[config.mk]
export PLATFORM = sky130hd
export DESIGN_NAME = fracn_ctrl
export DESIGN_NICKNAME = d
export VERILOG_FILES = /design/src/logic/dsm_accum.v /design/src/logic/fracn_ctrl.v
export VERILOG_INCLUDE_DIRS = /design/src /design/src/shared
export SDC_FILE = /design/constraint.sdc
export NUM_CORES = 1
export LEC_CHECK = 0
export BUFFER_PORTS_ARGS = -buffer_cell sky130_fd_sc_hd__buf_4
export CAP_MARGIN = 20
export CORE_ASPECT_RATIO = 1.4
export CORE_MARGIN = 8
export CORE_UTILIZATION = 40
export DETAILED_ROUTE_END_ITERATION = 10
export SLEW_MARGIN = 30
export SYNTH_ARGS = -nofsm -noshare
export SYNTH_HDL_FRONTEND = slang
export SYNTH_SLANG_ARGS = --single-unit
[constraint.sdc]
create_clock -name i_clk -period 7.4 [get_ports i_clk]
set_input_delay 0.74 -clock i_clk [delete_from_list [all_inputs] [get_ports i_clk]]
set_output_delay 0.74 -clock i_clk [all_outputs]
set_load 0.005 [all_outputs]
[src/shared/fracn_defines.vh]
// constants for the fractional-n divider control block
// included by the design files; definitions only
`ifndef FRACN_DEFINES_VH
`define FRACN_DEFINES_VH
`define INT_W 16
`define FRAC_W 24
`define LEAK_W 3
`define RDIV_W 14
`define INT_MIN 17'h0_0024
`define INT_MAX 17'h1_001F
`define INT_RST 16'h002E
`define FRAC_RST 24'h00_0001
`define RDIV_RST 14'h0001
`define LEAK_RST 3'h0
`define LEAK_STEP_NA 9'h037
`endif

[src/logic/dsm_accum.v]
// first-order delta-sigma accumulator for the fractional divide word
// assumes i_step is a one-cycle pulse once per comparison cycle
`timescale 1ns/100ps
`include "fracn_defines.vh"
module dsm_accum #(
    parameter FW = 24
) (
    input wire i_clk,              // system clock
    input wire i_rst,              // sync reset, high
    input wire i_run,              // modulator running
    input wire i_step,             // comparison cycle pulse
    input wire [FW:0] i_frac,      // fractional word, up to 2^24
    output reg o_carry             // add one to divide ratio
);
    reg [FW-1:0] acc;
    wire [FW+1:0] sum;
    // carry beyond 2^FW adds one; frac of 2^FW gives carry every cycle
    assign sum = {2'b00, acc} + {1'b0, i_frac};
    always @(posedge i_clk) begin
        if (i_rst || !i_run) begin
            acc <= {FW{1'b0}};
            o_carry <= 1'b0;
        end else if (i_step) begin
            acc <= sum[FW-1:0];
            o_carry <= |sum[FW+1:FW];
        end
    end
endmodule

[src/logic/fracn_ctrl.v]
// fractional-n synthesizer divider control: divide words, keying, leakage
// assumes the reference pin runs well below half of i_clk so every edge is seen
// assumes write strobes are one-cycle pulses from logic on i_clk
// assumes the vco divider downstream loads o_vco_div once per comparison cycle
// Summary of operation
// - separate up and down charge-pump leakage settings create a phase offset
// - each leakage is 3 bits, linear steps, 385uA at all ones
// - vco equals pfd times integer word plus pfd times frac over 2^24
// - integer divide ratio accepted only from 36 to 65535
// - integer word held as 16 bits, fractional word as 24 bits
// - comparison rate is reference divided by the reference ratio
// - fractional mode only when modulator and buffer enables both set
// - fractional and seed words accept 1 to 2^24
// - keying enabled and serial enable low: data pin selects frequency
// - serial enable high stops keying, returns to base frequency
// - data 0 uses frac word, data 1 uses frac plus seed, clamped at 2^24
// - keying data sampled on falling edge of divided reference
// - keyed frequency change is an abrupt unshaped step
// - integer mode steps equal the comparison frequency only
// - integer mode: modulator off, divide ratio fixed
// - divide words not double buffered, take effect on write
`timescale 1ns/100ps
`include "fracn_defines.vh"
module fracn_ctrl #(
    parameter IW = `INT_W,
    parameter FW = `FRAC_W,
    parameter LW = `LEAK_W,
    parameter RW = `RDIV_W
) (
    input wire i_clk,                    // 40 mhz system clock
    input wire i_rst,                    // sync reset, high
    input wire i_ref_clk_pin,            // reference oscillator input pin
    input wire [RW-1:0] i_rdiv,          // reference division ratio
    input wire i_int_we,                 // write strobe, integer word
    input wire [IW-1:0] i_int_word,      // integer divide word
    input wire i_frac_we,                // write strobe, fractional word
    input wire [FW-1:0] i_frac_word,     // fractional word
    input wire i_seed_we,                // write strobe, seed word
    input wire [FW-1:0] i_seed_word,     // seed word
    input wire i_mod_run,                // modulator-run enable
    input wire i_buf_run,                // divider-buffer-run enable
    input wire i_fsk_enable,             // keying enable
    input wire i_serial_enable_pin,      // serial enable pin
    input wire i_serial_data_in_pin,     // serial data pin
    input wire [LW-1:0] i_up_leak_sel,   // up pump leakage code
    input wire [LW-1:0] i_down_leak_sel, // down pump leakage code
    output reg o_pfd_clk,                // divided reference, comparison rate
    output reg [IW:0] o_vco_div,         // instantaneous vco divide ratio
    output reg o_frac_mode,              // fractional mode active
    output reg o_int_err,                // last integer write out of range
    output reg o_keying,                 // keying active
    output reg o_key_bit,                // sampled keying bit
    output reg [8:0] o_up_leak_na,       // up leakage in units of 1uA
    output reg [8:0] o_down_leak_na      // down leakage in units of 1uA
);
    reg ref_s1, ref_s2, ref_d, sen_s1, sen_s2, sdi_s1, sdi_s2;
    reg [RW-1:0] rcnt;
    reg pfd_d;
    reg [IW-1:0] int_word;
    reg [FW-1:0] frac_word, seed_word;
    wire ref_rise, pfd_fall, pfd_rise, frac_on, carry;
    wire [FW:0] eff_frac;
    wire [FW+1:0] key_sum;

    // leakage in uA: equal steps from the code
    function [8:0] leak_ua;
        input [LW-1:0] code;
        leak_ua = code * `LEAK_STEP_NA;
    endfunction

    // a zero word stands for 2^24, so the top bit flags it
    function [FW:0] full_word;
        input [FW-1:0] word;
        full_word = {(word == {FW{1'b0}}), word};
    endfunction

    // pins pass two flops before any logic reads them
    always @(posedge i_clk) begin
        ref_s1 <= i_ref_clk_pin;
        ref_s2 <= ref_s1;
        sen_s1 <= i_serial_enable_pin;
        sen_s2 <= sen_s1;
        sdi_s1 <= i_serial_data_in_pin;
        sdi_s2 <= sdi_s1;
    end
    // ref_d resets low, so a reference already high at release gives one harmless early edge
    assign ref_rise = ref_s2 && !ref_d;

    // reference divider; ratio 0 or 1 passes the reference straight through
    always @(posedge i_clk) begin
        if (i_rst) begin
            ref_d <= 1'b0;
            rcnt <= {RW{1'b0}};
            o_pfd_clk <= 1'b0;
        end else begin
            ref_d <= ref_s2;
            if (i_rdiv <= `RDIV_RST) begin
                // divide by one: comparison edges follow every reference edge
                rcnt <= {RW{1'b0}};
                o_pfd_clk <= ref_s2;
            end else if (ref_rise) begin
                // high from the wrap, low once the count reaches half the ratio
                if (rcnt + 1'b1 >= i_rdiv) begin
                    rcnt <= {RW{1'b0}};
                    o_pfd_clk <= 1'b1;
                end else begin
                    rcnt <= rcnt + 1'b1;
                    if (rcnt + 1'b1 >= (i_rdiv >> 1))
                        o_pfd_clk <= 1'b0;
                end
            end
        end
    end
    // delayed copy for edge pulses; both reset low so no false edge follows reset
    always @(posedge i_clk) begin
        if (i_rst)
            pfd_d <= 1'b0;
        else
            pfd_d <= o_pfd_clk;
    end
    assign pfd_fall = pfd_d && !o_pfd_clk;
    assign pfd_rise = o_pfd_clk && !pfd_d;

    // divide words, no double buffering: live the cycle after the strobe
    // no shadow copy: a write moves the ratio at once, so the loop must ride out the step
    always @(posedge i_clk) begin
        if (i_rst) begin
            int_word <= `INT_RST;
            frac_word <= `FRAC_RST;
            seed_word <= `FRAC_RST;
            o_int_err <= 1'b0;
        end else begin
            if (i_int_we) begin
                // out-of-range ratios refused, word kept
                if ({1'b0, i_int_word} >= `INT_MIN && {1'b0, i_int_word} <= `INT_MAX) begin
                    int_word <= i_int_word;
                    o_int_err <= 1'b0;
                end else
                    o_int_err <= 1'b1;
            end
            if (i_frac_we)
                frac_word <= i_frac_word;
            if (i_seed_we)
                seed_word <= i_seed_word;
        end
    end

    // fractional mode needs both enables; else modulator off
    // one enable alone stays in integer mode, so a half-done mode change is harmless
    assign frac_on = i_mod_run && i_buf_run;

    // keying: sample on falling pfd edge, stop when serial enable high
    // the bit clears with the enable, so a stale one never shifts the base frequency
    always @(posedge i_clk) begin
        if (i_rst) begin
            o_keying <= 1'b0;
            o_key_bit <= 1'b0;
        end else begin
            o_keying <= i_fsk_enable && !sen_s2;
            if (!i_fsk_enable || sen_s2)
                o_key_bit <= 1'b0;
            else if (pfd_fall)
                o_key_bit <= sdi_s2;
        end
    end

    // zero word means 2^24; data 1 adds seed, abrupt step
    assign key_sum = {1'b0, full_word(frac_word)} +
                     (o_key_bit ? {1'b0, full_word(seed_word)} : {(FW+2){1'b0}});
    // first-order modulator carries at most one per cycle, so sums past 2^24 clamp there
    assign eff_frac = (key_sum[FW+1:FW] != 2'h0) ? {1'b1, {FW{1'b0}}} : key_sum[FW:0];

    dsm_accum #(.FW(FW)) u_dsm (
        .i_clk(i_clk),
        .i_rst(i_rst),
        .i_run(frac_on),
        .i_step(pfd_rise),
        .i_frac(eff_frac),
        .o_carry(carry)
    );

    // per-cycle divide ratio averages int + frac/2^24 integer mode fixed
    // one cycle behind the carry; the downstream divider loads it at its next comparison edge
    always @(posedge i_clk) begin
        if (i_rst) begin
            o_vco_div <= {1'b0, `INT_RST};
            o_frac_mode <= 1'b0;
        end else begin
            o_frac_mode <= frac_on;
            o_vco_div <= {1'b0, int_word} + {{IW{1'b0}}, (frac_on && carry)};
        end
    end

    // leakage linear, 55uA step, 385uA at all ones
    // registered so the pumps see one clean code change, never a half-updated field
    always @(posedge i_clk) begin
        if (i_rst) begin
            o_up_leak_na <= leak_ua(`LEAK_RST);
            o_down_leak_na <= leak_ua(`LEAK_RST);
        end else begin
            o_up_leak_na <= leak_ua(i_up_leak_sel);
            o_down_leak_na <= leak_ua(i_down_leak_sel);
        end
    end
endmodule

==> metrics list <==
- Entering global routing, the biggest net connects 91 pins.
* Placed Area: 10700 um2
* Post-detailed-placement half-perimeter wirelength: 19.07 mm
* Max Root-Sink Buffers: 2
* Global-route usage over all layers: 16.77%
* R2r startpoint: o_key_bit
- The die is 197.7 um tall.
- Pre-CTS setup slack: 1.417 ns
- The tree is rooted in a clkbuf_16.
* Share of the synthesized area in the top cell type: roughly 32%
- Summed over all layers, the global routing overflow is 0.
* Worst Path Class, Setup: reg -> reg
* Worst-case reg-to-reg path depth: 21
- The die covers 28810 um2.
- The number of different library cells used by synthesis comes to 69.
* Post-synthesis register bit count: 151
- Worst Tran Pin Value: 0.9196 ns
* Summed instance area of the synthesized netlist: 9428 um2
- The first detailed-routing pass ran for 4 iterations.
- Counting flops with a built-in enable in the synthesized netlist gives 0.
* Most used flip-flop cell after synthesis: dfxtp_1
- TritonCTS clock tree: done
- Total Wirelength: 24.23 mm
- The hold violation total from the final report was 0.
* Fraction of power spent switching nets: a little over a quarter
* Worst IR drop on VDD: between 0.00015 and 0.0002 V
- Final worst-path cycle share: between 80% and 90%
* Initial core utilization: approximately two fifths
- Flop-to-flop setup slack: between 1 and 1.5 ns
- Number of port buffers: 134
* Maximum clock rate: 168.8 MHz
- After synthesis, the share of flip-flops with an asynchronous set or reset is 0%.
* Post-layout instance area: 11260 um2
- Adding up every negative setup slack in the final design gives 0 ns.
- Post-CTS repair timing setup buffer count: 0
- Count of nets after finishing: 1424
* CP max FO: 27
- STA classifies the critical path startpoint as a register.
- The startpoint identified for the worst hold timing path is sdi_s1.
* Minimum clock period after layout: 5.925 ns
- In this run, flip-flops and latches consume 44.2% of the power.
- Max-cap violations in this run came to 0.
- The worst setup path is captured at a register.
- Power share of the combinational group: 13.3%
- Remaining antenna violation count after routing: 0
* Inserted Diodes: 0
- The Yosys step of the flow raised 0 warnings.
* Fraction of final layout cells with drive strength greater than 1: 15.70%
- Counting the buffers created by CTS gives 17.
- RSZ-0062 raised after global routing: no
* Via Count: 7900
- Clock latency at the later pin of the worst-skew pair: about 0.43 ns
- Final weighted congestion in routability-driven placement: 0.8747
* Remaining DRCs: 0
- Via count of the first global-routing pass: 8053
- First-pass GRT wire length: 39.37 mm
- Total Power Consumption: 1.991 mW
- For the worst setup path, the data arrival time is 6.29 ns.
- The clock network is responsible for 42.5% of the overall power.
- CTS Hold Bufs: 0
* Average size of a mapped cell: 8.532 um2
- The internal portion of the total power is 1.459 mW.
- Die width: 145.8 um
- Critical Path Source: o_key_bit
- Portion of the post-synthesis area used by sequential elements: 32.06%
* Clock transition time at the flip-flop clock pins of the worst setup and hold paths: roughly 0.07 ns
- Total clock sinks: 151
* Smallest hold slack: ~0.32 ns
- Run status: finished, final reports clean
- The worst path meets setup with 1.475 ns of slack.
* Worst hold stages: 0
- Number of standard cells after synthesis: 1105
* Min-delay worst type: reg -> reg
* Post_cts resized: 0
- Post-DR vias/cell: 5.123
- Leakage power summed over all cells: 5.317 nW
* Finish-stage setup viols: 0
* Pwr Density: 176.7 nW/um2
- Antenna violations before repair: 0
- STA puts the critical path data required time at 7.76 ns.
- Num rows: 66
- The analysis attributes to net switching a power of about 0.53 mW.
- Pin placement for this block handled 135 I/O pins.
* Worst slew margin relative to its limit: 38.69%
* Wire length per cell: ~16 um
- Syn Nets: between 1000 and 1500
- Violation count after the first detailed-route iteration: 303
- Final slew viol count: 0
- Post-synthesis to final-layout area growth: 19.48%
- CTS built an H-tree with a depth of 4.
* Library cell occupying the most area in the post-synthesis netlist: dfxtp_1
- Placeable Area: 23200 um2
* Final worst clock skew: between 0.01 and 0.015 ns
- Leading post-synthesis cells by cell area: dfxtp_1 32%, ha_1 13%, mux2i_1 6.6%
==> per-stage QoR <==
stage,cells,util [%]
global route,1542,48.54
detailed placement,1510,46.10
CTS,1542,48.54
global placement,1510,46.10
floorplan,1105,-
finish,1542,48.54
==> layer usage <==
| metal | wire length [um] | up-vias | GRT usage, % |
|---|---|---|---|
| met1 | 10020 | 3605 | 18.07 |
| met2 | 12480 | 136 | 30.88 |
| met3 | 1191 | 39 | 4.470 |
| met4 | 535 | 0 | 6.110 |
| met5 | 0 | - | 0 |
| li1 | - | 4120 | - |
==> power by group through the flow <==
| stage | combinational (mW) | sequential, mW | clock, mW |
|---|---|---|---|
| 2_1_floorplan | 0.158 | 0.891 | 0 |
| 3_3_place_gp | 0.265 | 0.898 | 0 |
| 3_5_place_dp | 0.267 | 0.898 | 0 |
| 4_1_cts | 0.269 | 0.880 | 0.873 |
| 5_1_grt | 0.297 | 0.884 | 0.910 |
| 6_report | 0.264 | 0.880 | 0.846 |
==> worst paths after layout <==
check                        to
setup / recovery  u_dsm.o_carry
hold / removal           sdi_s2
setup reg to reg  u_dsm.o_carry
hold reg to reg          sdi_s2
==> synth_stat cells, types with 8 or more instances <==
cell and number:
o21ai_0 35, nor2b_1 34, clkbuf_1 34, nand4_1 8, dfxtp_1 151, a21oi_1 65, nor4_1 15, nand2b_1 10
a211oi_1 10, fa_1 8, inv_1 52, a21o_1 34, xnor2_1 37, nand3_1 40, and3_1 15, nor3_1 19
a211o_1 13, ha_1 98, xor2_1 28, nor2_1 141, and2_1 28, nand2_1 72, mux2i_1 62
==> registers in the layout, indices dropped and copies added (netlist names), 9 cells and up <==
signal	cells
rcnt	14
o_down_leak_na	9
o_vco_div	17
o_up_leak_na	9
frac_word	24
int_word	16
seed_word	24
u_dsm.acc	24
==> layout make-up <==
type | count | area (um2)
clock inverter | 14 | 138.9
clock buffer | 18 | 429.2
tap | 306 | 382.9
sequential | 151 | 3023
timing repair buffer | 139 | 1044
fill | 2232 | 11940
multi-input combinational | 862 | 6052
inverter | 52 | 195.2
==> layout by cell type (no fill, tap or decap), types with 34 or more instances in the layout <==
master | Yosys | final
o21ai_0 | 35 | 35
inv_1 | 52 | 52
mux2i_1 | 62 | 62
xnor2_1 | 37 | 37
nand3_1 | 40 | 40
ha_1 | 98 | 98
a21o_1 | 34 | 34
nor2_1 | 141 | 141
a21oi_1 | 65 | 65
nand2_1 | 72 | 72
nor2b_1 | 34 | 34
dfxtp_1 | 151 | 151
buf_4 | 2 | 139
==> cells by family after synthesis <==
| logic type | synth area share [%] |
|---|---|
| multiplexers | 6.583 |
| XOR/XNOR | 6.039 |
| AND/OR/NAND/NOR | 21.55 |
| buffers and inverters | 3.822 |
| adder cells (fa/ha/maj) | 14.70 |
| AO/OA/AOI/OAI | 15.24 |
| flip-flops | 32.06 |
==> worst max-delay path, cell delays in order, from the launching register on <==
cell and delay [ns]:
dfxtp_1 0.75, and2_1 0.22, ha_1 0.16, inv_1 0.05, fa_1 0.37, nor2b_1 0.21, o31a_1 0.23, o31ai_1 0.14
o2111ai_2 0.28, nand3_2 0.13, a31oi_2 0.45, nor2b_1 0.09, ha_1 0.22, fa_1 0.43, a211oi_1 0.27, o211ai_1 0.13
a221oi_1 0.51, o21ai_0 0.33, a21oi_1 0.40, a211o_1 0.18, o221ai_1 0.11, mux2i_1 0.15
(Power assumes the default switching activity.)
